## src/rtl/ccd_seq_cfg.svh

```systemverilog
/*
  Timing and geometry constants for the full-frame CCD readout sequencer.
  Assumes a 10 MHz system clock; counts are derived from times in ns.
*/
`ifndef CCD_SEQ_CFG_SVH
`define CCD_SEQ_CFG_SVH

// ----------------------------------------------------------------------------
// Clock and geometry
// ----------------------------------------------------------------------------
`define CLK_PERIOD_NS 100
`define ACTIVE_COLS 512
`define ACTIVE_ROWS 512
`define DARK_PIX_LEAD 4
`define DARK_PIX_TRAIL 8
`define DARK_LINES_TOP 4
`define DARK_LINES_BOT 4
`define PIX_PER_LINE (`DARK_PIX_LEAD + `ACTIVE_COLS + `DARK_PIX_TRAIL)
`define LINES_PER_FRAME (`DARK_LINES_TOP + `ACTIVE_ROWS + `DARK_LINES_BOT)

// ----------------------------------------------------------------------------
// Times and derived cycle counts
// ----------------------------------------------------------------------------
`define PIX_PERIOD_MIN_NS 125
`define PIX_PERIOD_NOM_NS 200
`define RESET_PULSE_MIN_NS 10
`define RESET_PULSE_NOM_NS 20
`define VPULSE_NOM_NS 5000
`define HSETUP_NOM_NS 1000
// Nominal times round up to whole cycles, never below one.
`define CEIL_CYC(t) ((((t) + `CLK_PERIOD_NS - 1) / `CLK_PERIOD_NS) < 1 ? 1 : \
  (((t) + `CLK_PERIOD_NS - 1) / `CLK_PERIOD_NS))
`define PIX_CYC `CEIL_CYC(`PIX_PERIOD_NOM_NS)
`define RST_CYC `CEIL_CYC(`RESET_PULSE_NOM_NS)
`define VPH_CYC `CEIL_CYC(`VPULSE_NOM_NS)
`define HSETUP_CYC `CEIL_CYC(`HSETUP_NOM_NS)

`endif

```

## src/rtl/ccd_seq_pkg.sv

```systemverilog
/*
  Types shared by the CCD readout sequencer.
  Assumes ccd_seq_cfg.svh supplies the numeric constants.
*/
package ccd_seq_pkg;
  // Readout sequencer states.
  typedef enum logic [2:0] {
    ST_IDLE,
    ST_EXPOSE,
    ST_V_MERGE,
    ST_V_SWAP,
    ST_V_ADV,
    ST_H_SETUP,
    ST_H_READ
  } seq_state_t;
endpackage

```

## src/rtl/phase_timer.sv

```systemverilog
/*
  Down counter used to pace the exposure, vertical-shift and horizontal set-up phases of the sequencer.
  Assumes a single clock; load and count share that clock.
*/
`timescale 1ns/1ps
`default_nettype none
module phase_timer #(
  parameter int WIDTH = 16
) (
  input wire logic i_clk,               // System clock.
  input wire logic i_rst,               // Asynchronous reset, active high.
  input wire logic i_load,              // Load a new count.
  input wire logic [WIDTH-1:0] i_count, // Cycles to wait, at least one.
  output logic o_done                   // High while the timer has expired.
);
  logic [WIDTH-1:0] cnt_ff;
  logic [WIDTH-1:0] nxt_cnt;

  // Load, then count down to zero and hold.
  always_comb begin
    nxt_cnt = cnt_ff;
    if (i_load) begin
      nxt_cnt = i_count - WIDTH'(1);
    end else if (cnt_ff != '0) begin
      nxt_cnt = cnt_ff - WIDTH'(1);
    end
  end

  // Count register.
  always_ff @(posedge i_clk or posedge i_rst) begin
    if (i_rst) begin
      cnt_ff <= '0;
    end else begin
      cnt_ff <= nxt_cnt;
    end
  end

  // Expiry is taken from the count alone: the caller loads on expiry, so a
  // term on i_load here would close a combinational loop through the caller.
  assign o_done = (cnt_ff == '0);
endmodule
`default_nettype wire

```

## src/rtl/ccd_readout_seq.sv

```systemverilog
/*
  Readout sequencer that drives a two-phase full-frame CCD through its clock
  pins: vertical shift, complementary horizontal readout, split-gate output
  selection and the reset-gate pulse after each sample.
  Assumes external level shifters translate the logic levels to gate voltages
  and that an external ADC samples the video while o_sample is high.
*/
`include "ccd_seq_cfg.svh"
`timescale 1ns/1ps
`default_nettype none
module ccd_readout_seq (
  input wire logic i_clk,            // System clock, 10 MHz.
  input wire logic i_rst,            // Asynchronous reset, active high.
  input wire logic i_start,          // Pulse: start exposure and readout.
  input wire logic i_sel_high_sens,  // Level: 1 selects the high-sensitivity output.
  input wire logic [23:0] i_expose_cycles, // Exposure length in clock cycles.
  output logic o_vertical_phase_a,   // Vertical phase a.
  output logic o_vertical_phase_b,   // Vertical phase b.
  output logic o_horizontal_phase_a, // Horizontal phase a.
  output logic o_horizontal_phase_b, // Horizontal phase b.
  output logic o_split_gate_low_gain_path,  // Split gate to wide-range output.
  output logic o_split_gate_high_gain_path, // Split gate to high-gain output.
  output logic o_reset_gate,         // Reset gate pulse.
  output logic o_sample,             // High while the video is valid to sample.
  output logic o_shutter_open,       // High while light may reach the array.
  output logic o_busy,               // High from start until the frame ends.
  output logic o_frame_done          // One-cycle pulse at the end of a frame.
);
  localparam int PIX_W = 10;
  localparam int LINE_W = 10;
  localparam int TMR_W = 24;
  localparam logic [PIX_W-1:0] PIX_LAST = PIX_W'(`PIX_PER_LINE - 1);
  localparam logic [LINE_W-1:0] LINE_LAST = LINE_W'(`LINES_PER_FRAME - 1);
  // Pixel slot: cycle 0 phase a high; cycle 1 phase b high; cycle 2 sample,
  // cycle 3 reset pulse; phase b falls (packet dumped) after cycle 4.
  localparam int PIX_SLOT = (`PIX_CYC < 5) ? 5 : `PIX_CYC;
  localparam logic [2:0] SLOT_LAST = 3'(PIX_SLOT - 1);

  // --------------------------------------------------------------------------
  // State
  // --------------------------------------------------------------------------
  ccd_seq_pkg::seq_state_t state_ff, nxt_state;
  logic [PIX_W-1:0] pix_ff, nxt_pix;
  logic [LINE_W-1:0] line_ff, nxt_line;
  logic [2:0] slot_ff, nxt_slot;
  logic sens_ff, nxt_sens;
  logic va_ff, nxt_va, vb_ff, nxt_vb;
  logic ha_ff, nxt_ha, hb_ff, nxt_hb;
  logic rg_ff, nxt_rg, smp_ff, nxt_smp;
  logic shut_ff, nxt_shut, busy_ff, nxt_busy, done_ff, nxt_done;
  logic tmr_load;
  logic [TMR_W-1:0] tmr_count;
  logic tmr_done;

  // Paces exposure, vertical phases and horizontal set-up.
  phase_timer #(.WIDTH(TMR_W)) u_timer (
    .i_clk(i_clk),
    .i_rst(i_rst),
    .i_load(tmr_load),
    .i_count(tmr_count),
    .o_done(tmr_done)
  );

  // --------------------------------------------------------------------------
  // Next-state logic
  // --------------------------------------------------------------------------
  // Walks exposure, the three-step vertical shift and the line readout.
  always_comb begin
    nxt_state = state_ff;
    nxt_pix = pix_ff;
    nxt_line = line_ff;
    nxt_slot = slot_ff;
    nxt_sens = sens_ff;
    nxt_va = va_ff;
    nxt_vb = vb_ff;
    nxt_ha = ha_ff;
    nxt_hb = hb_ff;
    nxt_rg = 1'b0;
    nxt_smp = 1'b0;
    nxt_shut = shut_ff;
    nxt_busy = busy_ff;
    nxt_done = 1'b0;
    tmr_load = 1'b0;
    tmr_count = TMR_W'(`VPH_CYC);
    unique case (state_ff)
      ccd_seq_pkg::ST_IDLE: begin
        nxt_ha = 1'b0;
        nxt_hb = 1'b1;
        if (i_start) begin
          nxt_sens = i_sel_high_sens;  // Output choice fixed for the frame.
          nxt_state = ccd_seq_pkg::ST_EXPOSE;
          nxt_va = 1'b0;
          nxt_vb = 1'b0;
          nxt_shut = 1'b1;
          nxt_busy = 1'b1;
          nxt_line = '0;
          tmr_load = 1'b1;
          tmr_count = (i_expose_cycles == '0) ? TMR_W'(1) : i_expose_cycles;
        end
      end
      ccd_seq_pkg::ST_EXPOSE: begin
        if (tmr_done) begin
          nxt_shut = 1'b0;
          nxt_va = 1'b1;
          nxt_state = ccd_seq_pkg::ST_V_MERGE;
          tmr_load = 1'b1;
        end
      end
      ccd_seq_pkg::ST_V_MERGE: begin
        if (tmr_done) begin
          nxt_va = 1'b0;               // Phases swap polarity.
          nxt_vb = 1'b1;
          nxt_state = ccd_seq_pkg::ST_V_SWAP;
          tmr_load = 1'b1;
        end
      end
      ccd_seq_pkg::ST_V_SWAP: begin
        if (tmr_done) begin
          nxt_va = 1'b1;               // Second transition.
          nxt_vb = 1'b0;               // Falling edge moves the row.
          nxt_state = ccd_seq_pkg::ST_V_ADV;
          tmr_load = 1'b1;
        end
      end
      ccd_seq_pkg::ST_V_ADV: begin
        if (tmr_done) begin
          nxt_va = 1'b0;
          nxt_state = ccd_seq_pkg::ST_H_SETUP;
          tmr_load = 1'b1;
          tmr_count = TMR_W'(`HSETUP_CYC);
        end
      end
      ccd_seq_pkg::ST_H_SETUP: begin
        if (tmr_done) begin
          nxt_state = ccd_seq_pkg::ST_H_READ;
          nxt_pix = '0;
          nxt_slot = '0;
          nxt_ha = 1'b1;
          nxt_hb = 1'b0;
        end
      end
      ccd_seq_pkg::ST_H_READ: begin
        nxt_slot = (slot_ff == SLOT_LAST) ? 3'h0 : slot_ff + 3'h1;
        if (slot_ff == 3'h0) begin
          nxt_ha = 1'b0;
          nxt_hb = 1'b1;
        end
        if (slot_ff == 3'h1) begin
          nxt_smp = 1'b1;              // Sample the video next cycle.
        end
        if (slot_ff == 3'h2) begin
          nxt_rg = 1'b1;               // Reset after sampling.
        end
        if (slot_ff == SLOT_LAST) begin
          if (pix_ff == PIX_LAST) begin
            nxt_ha = 1'b0;
            nxt_hb = 1'b1;
            if (line_ff == LINE_LAST) begin
              nxt_state = ccd_seq_pkg::ST_IDLE;
              nxt_busy = 1'b0;
              nxt_done = 1'b1;
            end else begin
              nxt_line = line_ff + LINE_W'(1);
              nxt_va = 1'b1;           // Next line shift.
              nxt_state = ccd_seq_pkg::ST_V_MERGE;
              tmr_load = 1'b1;
            end
          end else begin
            nxt_pix = pix_ff + PIX_W'(1);
            nxt_ha = 1'b1;
            nxt_hb = 1'b0;
          end
        end
      end
    endcase
  end

  // --------------------------------------------------------------------------
  // Registers
  // --------------------------------------------------------------------------
  // Holds the sequencer state and every pin level except the split gates.
  always_ff @(posedge i_clk or posedge i_rst) begin
    if (i_rst) begin
      state_ff <= ccd_seq_pkg::ST_IDLE;
      pix_ff <= '0;
      line_ff <= '0;
      slot_ff <= '0;
      sens_ff <= 1'b0;
      va_ff <= 1'b0;
      vb_ff <= 1'b0;
      ha_ff <= 1'b0;
      hb_ff <= 1'b1;
      rg_ff <= 1'b0;
      smp_ff <= 1'b0;
      shut_ff <= 1'b0;
      busy_ff <= 1'b0;
      done_ff <= 1'b0;
    end else begin
      state_ff <= nxt_state;
      pix_ff <= nxt_pix;
      line_ff <= nxt_line;
      slot_ff <= nxt_slot;
      sens_ff <= nxt_sens;
      va_ff <= nxt_va;
      vb_ff <= nxt_vb;
      ha_ff <= nxt_ha;
      hb_ff <= nxt_hb;
      rg_ff <= nxt_rg;
      smp_ff <= nxt_smp;
      shut_ff <= nxt_shut;
      busy_ff <= nxt_busy;
      done_ff <= nxt_done;
    end
  end

  // Split gates: one follows phase b, the other stays at the blocking level.
  logic gl_ff, gh_ff;
  always_ff @(posedge i_clk or posedge i_rst) begin
    if (i_rst) begin
      gl_ff <= 1'b0;
      gh_ff <= 1'b0;
    end else begin
      gl_ff <= nxt_sens ? 1'b0 : nxt_hb;
      gh_ff <= nxt_sens ? nxt_hb : 1'b0;
    end
  end

  // Pin outputs straight from flip-flops.
  assign o_vertical_phase_a = va_ff;
  assign o_vertical_phase_b = vb_ff;
  assign o_horizontal_phase_a = ha_ff;
  assign o_horizontal_phase_b = hb_ff;
  assign o_split_gate_low_gain_path = gl_ff;
  assign o_split_gate_high_gain_path = gh_ff;
  assign o_reset_gate = rg_ff;
  assign o_sample = smp_ff;
  assign o_shutter_open = shut_ff;
  assign o_busy = busy_ff;
  assign o_frame_done = done_ff;
endmodule
`default_nettype wire

```

## config.mk

```make
export PLATFORM = sky130hd
export DESIGN_NAME = ccd_readout_seq
export DESIGN_NICKNAME = d
export VERILOG_FILES = /design/src/rtl/ccd_seq_pkg.sv /design/src/rtl/phase_timer.sv /design/src/rtl/ccd_readout_seq.sv
export VERILOG_INCLUDE_DIRS = /design/src /design/src/rtl
export SDC_FILE = /design/constraint.sdc
export NUM_CORES = 1
export LEC_CHECK = 0
export BUFFER_PORTS_ARGS = -buffer_cell sky130_fd_sc_hd__buf_2
export CORE_UTILIZATION = 30
export CTS_CLUSTER_SIZE = 24
export DETAILED_ROUTE_END_ITERATION = 10
export PLACE_DENSITY_LB_ADDON = 0.15
export SYNTH_ARGS = -nofsm -noshare
export SYNTH_HDL_FRONTEND = slang
export SYNTH_SLANG_ARGS = --single-unit
```

## constraint.sdc

```tcl
create_clock -name i_clk -period 3.8 [get_ports i_clk]
set_clock_uncertainty 0.15 [all_clocks]
set_input_delay 0.19 -clock i_clk [delete_from_list [all_inputs] [get_ports i_clk]]
set_output_delay 0.19 -clock i_clk [all_outputs]
set_load 0.05 [all_outputs]
```

==> results.py, run 1 <==
metrics = {
    "setup_path": {
        "start_kind": "flip-flop",
        "crit_fanout": 4,
        "crit_required_ns": 3.91,
        "worstSetupPathType": "flip-flop to flip-flop",
        "crit_path_end_kind": "flip-flop",
        "cp_data_arrival_time_ns": 3.61,
    },
    "cells_and_area": {
        "area_growth_pct": 19.9,
        "fillers": 1322,
        "antenna_cells": 0,
        "nets": 542,
        "layout-drive-gt1-share": 0.174,
        "multi_input_area_sq_um": 2250,
        "regArea_sq_um": 1550,
    },
    "timing": {
        "fin_crit_ns": 3.50,
        "tightestPinTransition_ns": 0.760,
        "fin_crit_sh": 0.922,
        "slew_violations": 0,
        "hold_viol": 0,
        "timing.slew.headroom": 0.492,
        "rsz0062_at_grt": "false",
        "finalSetupTns_ns": 0,
        "fmax_ghz": 0.286,
        "finalSetupViolations": 0,
        "holdWs_ns": 0.0191,
        "layout_setup_ws_ns": 0.298,
    },
    "routing": {
        "firstDrtPassIters": 5,
        "vias": 3563,
        "via_per_inst": 5.22,
        "wl_mm": 11.0,
        "antenna_left": 0,
        "wl_per_cell_um": 16.0,
        "routed.top_layer": "met4",
        "met3_length_um": 406,
        "wl_met2_mm": 5.09,
        "drt-initial-drc-count": 215,
        "drc": 0,
        "m1WireLength_mm": 5.27,
    },
    "logic_synthesis": {
        "synth_edf_count": 0,
        "synth.most_common_cell": "dfrtp_1",
        "synth_top_area_cell": "dfrtp_1",
        "synth.distinct_cells": 67,
        "ys_seq_area_frac": 0.395,
        "syn_area_per_cell_sq_um": 8.58,
        "synth_area_sq_um": 3930,
        "synth_top_cells_by_count": "61 x dfrtp_1, 56 x nor2_1, 51 x nand2_1",
        "synthArstFlopShare": 1.00,
        "yosys_warnings": 0,
        "synthFlopType": "dfrtp_1",
        "ys_ff_latch": 62,
        "synth_area_leaders": "dfrtp_1 39%, o21ai_0 5.5%, nor2_1 5.4%",
        "syn-num-nets": 494,
        "synthCells": 458,
        "synth_top_area_frac": 0.389,
    },
    "power": {
        "clockPowerShare": 0.443,
        "switching_power_uw": 537,
        "p_comb_frac": 0.164,
        "powerDensity_nw_per_um2": 425,
        "p_seq_frac": 0.393,
        "p_int_mw": 1.46,
        "max-vdd-ir-drop_v": 0.000205,
        "leakagePower_nw": 2.07,
        "swShare": 0.268,
    },
    "grt": {
        "grt_start_max_net_pins": 35,
        "antenna_found_initial": 0,
        "grt_use_total": 0.177,
        "grt_pass1_wl_mm": 18.0,
        "grt_pass1_vias": 3467,
        "grt-ovfl-total": 0,
    },
    "clocking": {
        "post_cts_buffers": 0,
        "cts_tree": "done",
        "htree_levels": 3,
        "cts-buffers-inserted": 9,
        "cts_buffer_depth": 2,
        "root_buffer": "clkbuf_16",
        "clkTransAtPathRegs_ns": 0.05,
        "cts_num_sinks": 62,
        "clock_latency_ns": 0.34,
    },
    "place": {
        "globalplace.congestion": 0.802,
        "place_hpwl_mm": 7.95,
        "dpl_worst_slack_ns": 0.158,
        "io_buffers": 38,
    },
    "die": {
        "initial_core_util": 0.310,
        "die_area_sq_um": 13600,
        "die_h_um": 116,
        "core-area_sq_um": 12700,
        "ios": 39,
        "rows": 41,
        "fp.dieW_um": 116,
    },
    "status": {
        "outcome": "finished clean",
    },
    "min_path": {
        "hold_path.class": "input pin to flip-flop",
    },
    "run": {
        "maxCapViolations": 0,
    },
}
==> layer usage <==
metal | vias up | track usage
met5 | - | 0
met3 | 14 | 0.0493
li1 | 1770 | -
met1 | 1728 | 0.232
met2 | 51 | 0.278
met4 | 0 | 0.0667
==> power by group through the flow <==
stage	clock (mW)	sequential, mW	combinational (mW)
finish	0.886	0.787	0.328
global route	0.947	0.796	0.369
CTS	0.911	0.786	0.327
detailed placement	0	0.796	0.325
global placement	0	0.800	0.324
floorplan	0	0.797	0.224
==> path summary, 6_finish.rpt <==
path                                      from                   end  slack, ns  cells past startpoint
hold / removal             i_expose_cycles[23]    u_timer.cnt_ff[23]       0.02                      3
setup / recovery                    line_ff[4]    u_timer.cnt_ff[20]       0.30                     13
max in group asynchronous                i_rst  o_horizontal_phase_b       2.19                      4
hold reg to reg             o_vertical_phase_a    o_vertical_phase_a       0.32                      2
setup reg to reg                    line_ff[4]    u_timer.cnt_ff[20]       0.30                     13
min in group asynchronous                i_rst            line_ff[4]       0.39                      3
==> flip-flops by register name (all words and copies together) (netlist names) <==
register,cells
u_timer.cnt_ff,24
line_ff,10
pix_ff,10
slot_ff,3
state_ff,3
o_busy,1
o_frame_done,1
o_horizontal_phase_a,1
o_horizontal_phase_b,1
o_reset_gate,1
o_sample,1
o_shutter_open,1
o_split_gate_high_gain_path,1
o_split_gate_low_gain_path,1
o_vertical_phase_a,1
o_vertical_phase_b,1
sens_ff,1
==> cell usage in the layout (no fill, tap or decap), types with 3 or more instances in the layout <==
cell type   n
nand4_1     7
xnor2_1     8
o21ai_0    43
and2_1      7
buf_4      16
o31ai_1     6
dfrtp_1    61
o21a_1      6
or4_4       3
and3_1      9
a22oi_1    12
a21o_1      4
nor2b_1     3
o22ai_1     7
a21oi_1    20
or3_1       4
nor4_1      8
a22o_1      3
or4_1       5
a211oi_1    3
clkbuf_16   9
a31oi_1     3
nand2_1    51
nand3_1    11
nor2_1     56
inv_1      10
ha_1        8
nor3b_1     5
buf_2      38
nor3_1     21
xor2_1      9
==> cell type report <==
type | instances | share of cell area
Inverter | 11 | 0.00876
Timing Repair Buffer | 56 | 0.0701
Clock inverter | 4 | 0.0149
Clock buffer | 12 | 0.0523
Multi-Input combinational cell | 366 | 0.479
Tap cell | 172 | 0.0457
Sequential cell | 62 | 0.330
==> what timing repair did <==
action                                  CTS  global route
endpoints found under the setup margin    0             3
hold endpoints to repair                 35             0
resized for setup                         0             3
hold buffers                              2             0
==> worst max-delay path, stage by stage (launching register included) <==
cell       delay, ns
dfrtp_1         0.40
or4_1           0.59
o31ai_2         0.29
nand2_1         0.14
o21a_1          0.22
o22ai_1         0.24
ha_1            0.23
o21ai_0         0.09
a31oi_1         0.15
o21a_2          0.23
buf_4           0.14
nand4bb_1       0.20
o21a_1          0.24
nor3_1          0.12
==> cells by family (layout without fill, tap and decap cells) <==
kind of cell	after synthesis	after routing	share of synthesized area
AO/OA/AOI/OAI	128	128	0.213
flip-flops	62	62	0.395
AND/OR/NAND/NOR	211	211	0.288
buffers and inverters	30	83	0.0347
multiplexers	2	2	0.00541
XOR/XNOR	17	17	0.0379
adder cells (fa/ha/maj)	8	8	0.0255
==> stage by stage <==
stage	instance area, sq um	total power, mW	instances	util
2_1_floorplan	3930	1.02	458	-
3_3_place_gp	4360	1.12	665	0.344
3_5_place_dp	4360	1.12	665	0.344
4_1_cts	4700	2.02	683	0.371
5_1_grt	4710	2.11	683	0.372
6_report	4710	2.00	683	0.372
(Power assumes the default switching activity.)
==> run 2, diff against run 1 <==
--- a/config.mk
+++ b/config.mk
@@ -13,4 +13,5 @@
 export PLACE_DENSITY_LB_ADDON = 0.15
 export SYNTH_ARGS = -nofsm -noshare
 export SYNTH_HDL_FRONTEND = slang
+export SYNTH_HIERARCHICAL = 1
 export SYNTH_SLANG_ARGS = --single-unit
==> results.py, run 2 <==
metrics = {
    "clocking": {
        "cts_num_sinks": 62,
        "cts-buffers-inserted": 9,
        "cts_buffer_depth": 2,
        "clkTransAtPathRegs_ns": 0.05,
        "cts_tree": "done",
        "htree_levels": 3,
        "clock_latency_ns": 0.34,
        "root_buffer": "clkbuf_16",
    },
    "place": {
        "io_buffers": 38,
        "dpl_cell_area_sq_um": 4770,
        "place_hpwl_mm": 8.66,
        "globalplace.congestion": 0.865,
        "post-place-cells": 694,
    },
    "die": {
        "die_h_um": 119,
        "fp.dieW_um": 119,
        "ios": 39,
        "core-area_sq_um": 13300,
        "die_area_sq_um": 14200,
        "initial_core_util": 0.309,
        "rows": 42,
    },
    "timing": {
        "finalSetupViolations": 0,
        "finalSetupTns_ns": 0,
        "fin_crit_ns": 3.78,
        "fmax_ghz": 0.265,
        "hold_viol": 0,
        "tightestPinTransition_ns": 1.03,
        "timing.slew.headroom": 0.312,
        "slew_violations": 0,
        "rsz0062_at_grt": "true",
        "fin_crit_sh": 0.994,
    },
    "cells_and_area": {
        "fin_cells": 720,
        "top_regs": "u_timer/cnt_ff (24), line_ff (10), pix_ff (10)",
        "final_cell_mix": "61 x dfrtp_1, 42 x buf_4, 38 x nand2_1, 38 x buf_2, 24 x nor2_1",
        "final_common_cell": "dfrtp_1",
        "layout-drive-gt1-share": 0.241,
        "largest_reg_flops": 24,
        "final_cell_area_sq_um": 5260,
        "antenna_cells": 0,
        "nets": 574,
        "largest-register": "u_timer/cnt_ff",
        "area_growth_pct": 27.4,
    },
    "grt": {
        "grt-ovfl-total": 0,
        "grt_use_total": 0.175,
        "grt_pass1_vias": 3690,
        "grt_pass1_wl_mm": 19.2,
        "antenna_found_initial": 0,
        "grt_start_max_net_pins": 39,
    },
    "routing": {
        "drt-initial-drc-count": 150,
        "antenna_left": 0,
        "via_per_inst": 5.33,
        "drc": 0,
        "firstDrtPassIters": 4,
        "wl_per_cell_um": 16.5,
        "wl_mm": 11.9,
        "vias": 3840,
    },
    "power": {
        "power_mw": 3.56,
        "clockPowerShare": 0.266,
        "p_comb_frac": 0.430,
        "max-vdd-ir-drop_v": 0.000223,
        "leakagePower_nw": 2.17,
        "swShare": 0.379,
        "p_int_mw": 2.21,
        "switching_power_mw": 1.35,
        "p_seq_frac": 0.304,
        "powerDensity_nw_per_um2": 676,
    },
    "run": {
        "maxCapViolations": 0,
    },
    "setup_path": {
        "cp_data_arrival_time_ns": 3.84,
        "crit_path_end_kind": "flip-flop",
        "worstSetupPathType": "flip-flop to flip-flop",
        "start_kind": "flip-flop",
        "crit_required_ns": 3.86,
        "crit_fanout": 7,
    },
    "status": {
        "outcome": "finished clean",
    },
    "logic_synthesis": {
        "ys_seq_area_frac": 0.376,
        "synth_top_area_frac": 0.370,
        "synthArstFlopShare": 1.00,
        "synth.distinct_cells": 61,
        "synth_top_cells_by_count": "61 x dfrtp_1, 38 x nand2_1, 26 x nor2_1",
        "synth_area_leaders": "dfrtp_1 37%, xor2_1 4.9%, xnor2_1 3.6%",
        "synthFlopType": "dfrtp_1",
        "syn_area_per_cell_sq_um": 8.84,
        "ys_ff_latch": 62,
        "syn-num-nets": 502,
        "synth_top_area_cell": "dfrtp_1",
        "synth_edf_count": 0,
        "synth_area_sq_um": 4130,
        "synth.most_common_cell": "dfrtp_1",
        "yosys_warnings": 6,
        "synthCells": 467,
    },
    "min_path": {
        "hold_path.class": "input pin to flip-flop",
    },
}
[run 2: cells by family (layout without fill, tap and decap cells)]
family | Yosys count | count (layout) | share of synthesized area
flops | 62 | 62 | 0.376
xor+xnor | 40 | 40 | 0.0849
simple gates | 208 | 208 | 0.294
compound gates | 105 | 105 | 0.163
fa+ha+maj | 7 | 7 | 0.0212
mux | 11 | 11 | 0.0273
buf+inv | 34 | 111 | 0.0336
[run 2: worst paths after layout]
path / startpoint / endpoint / slack (ns) / cells after the start
worst max-delay path: u_timer/cnt_ff[17] / u_timer/cnt_ff[22] / 0.02 / 14
worst min-delay path: i_expose_cycles[23] / u_timer/cnt_ff[23] / 0.09 / 3
worst max register to register: u_timer/cnt_ff[17] / u_timer/cnt_ff[22] / 0.02 / 14
worst min register to register: o_horizontal_phase_a / o_horizontal_phase_a / 0.36 / 2
max in group asynchronous: i_rst / u_timer/cnt_ff[1] / 2.37 / 3
min in group asynchronous: i_rst / line_ff[5] / 0.38 / 4
[run 2: critical path: stages, from the launching register on]
cell	delay [ns]
dfrtp_1	0.37
or4_4	0.54
or3_4	0.37
nor3_4	0.24
mux2i_2	0.13
mux2_4	0.29
o21ai_4	0.11
buf_6	0.15
mux2i_1	0.19
ha_2	0.23
o21ai_4	0.09
nor4b_4	0.30
and3_4	0.25
xnor2_1	0.12
o22ai_1	0.10
[run 2: timing repair]
| action | CTS | global route |
|---|---|---|
| setup buffers | 4 | 4 |
| hold buffers | 2 | 0 |
| endpoints found under the hold margin | 43 | 0 |
| setup endpoints to repair | 5 | 17 |
| resized for setup | 3 | 18 |
| pin swaps | 0 | 4 |
[run 2: per-layer routing]
metal,GRT usage,routed length (um),part of all wire,vias to the layer above
met5,0,0,0,-
li1,-,-,-,1884
met4,0.0781,259,0.022,0
met3,0.0383,390,0.033,16
met1,0.240,5740,0.48,1880
met2,0.262,5460,0.46,60
[run 2: power by group through the flow]
stage	registers [mW]	logic [mW]	clock network [mW]
6_report	1.08	1.53	0.947
2_1_floorplan	1.11	0.973	0
3_5_place_dp	1.09	1.41	0
3_3_place_gp	1.09	1.40	0
5_1_grt	1.12	1.68	0.991
4_1_cts	1.08	1.47	0.964
[run 2: layout make-up]
cell class / count / area, sq um
clock buffers: 12 / 236
clock inverters: 4 / 95.1
fillers: 1351 / 8090
inverters: 10 / 37.5
multi-input cells: 371 / 2560
flip-flops and latches: 62 / 1550
well taps: 176 / 220
repair buffers: 85 / 559
[run 2: per-stage QoR]
step | worst slack, ns | hold slack (ns) | util
global placement | 0.0692 | 0.209 | 0.357
CTS | 0.00576 | 0.0887 | 0.387
floorplan | -0.374 | 0.0546 | -
finish | 0.0226 | 0.0921 | 0.394
detailed placement | -0.0517 | 0.208 | 0.357
global route | -0.176 | 0.114 | 0.394
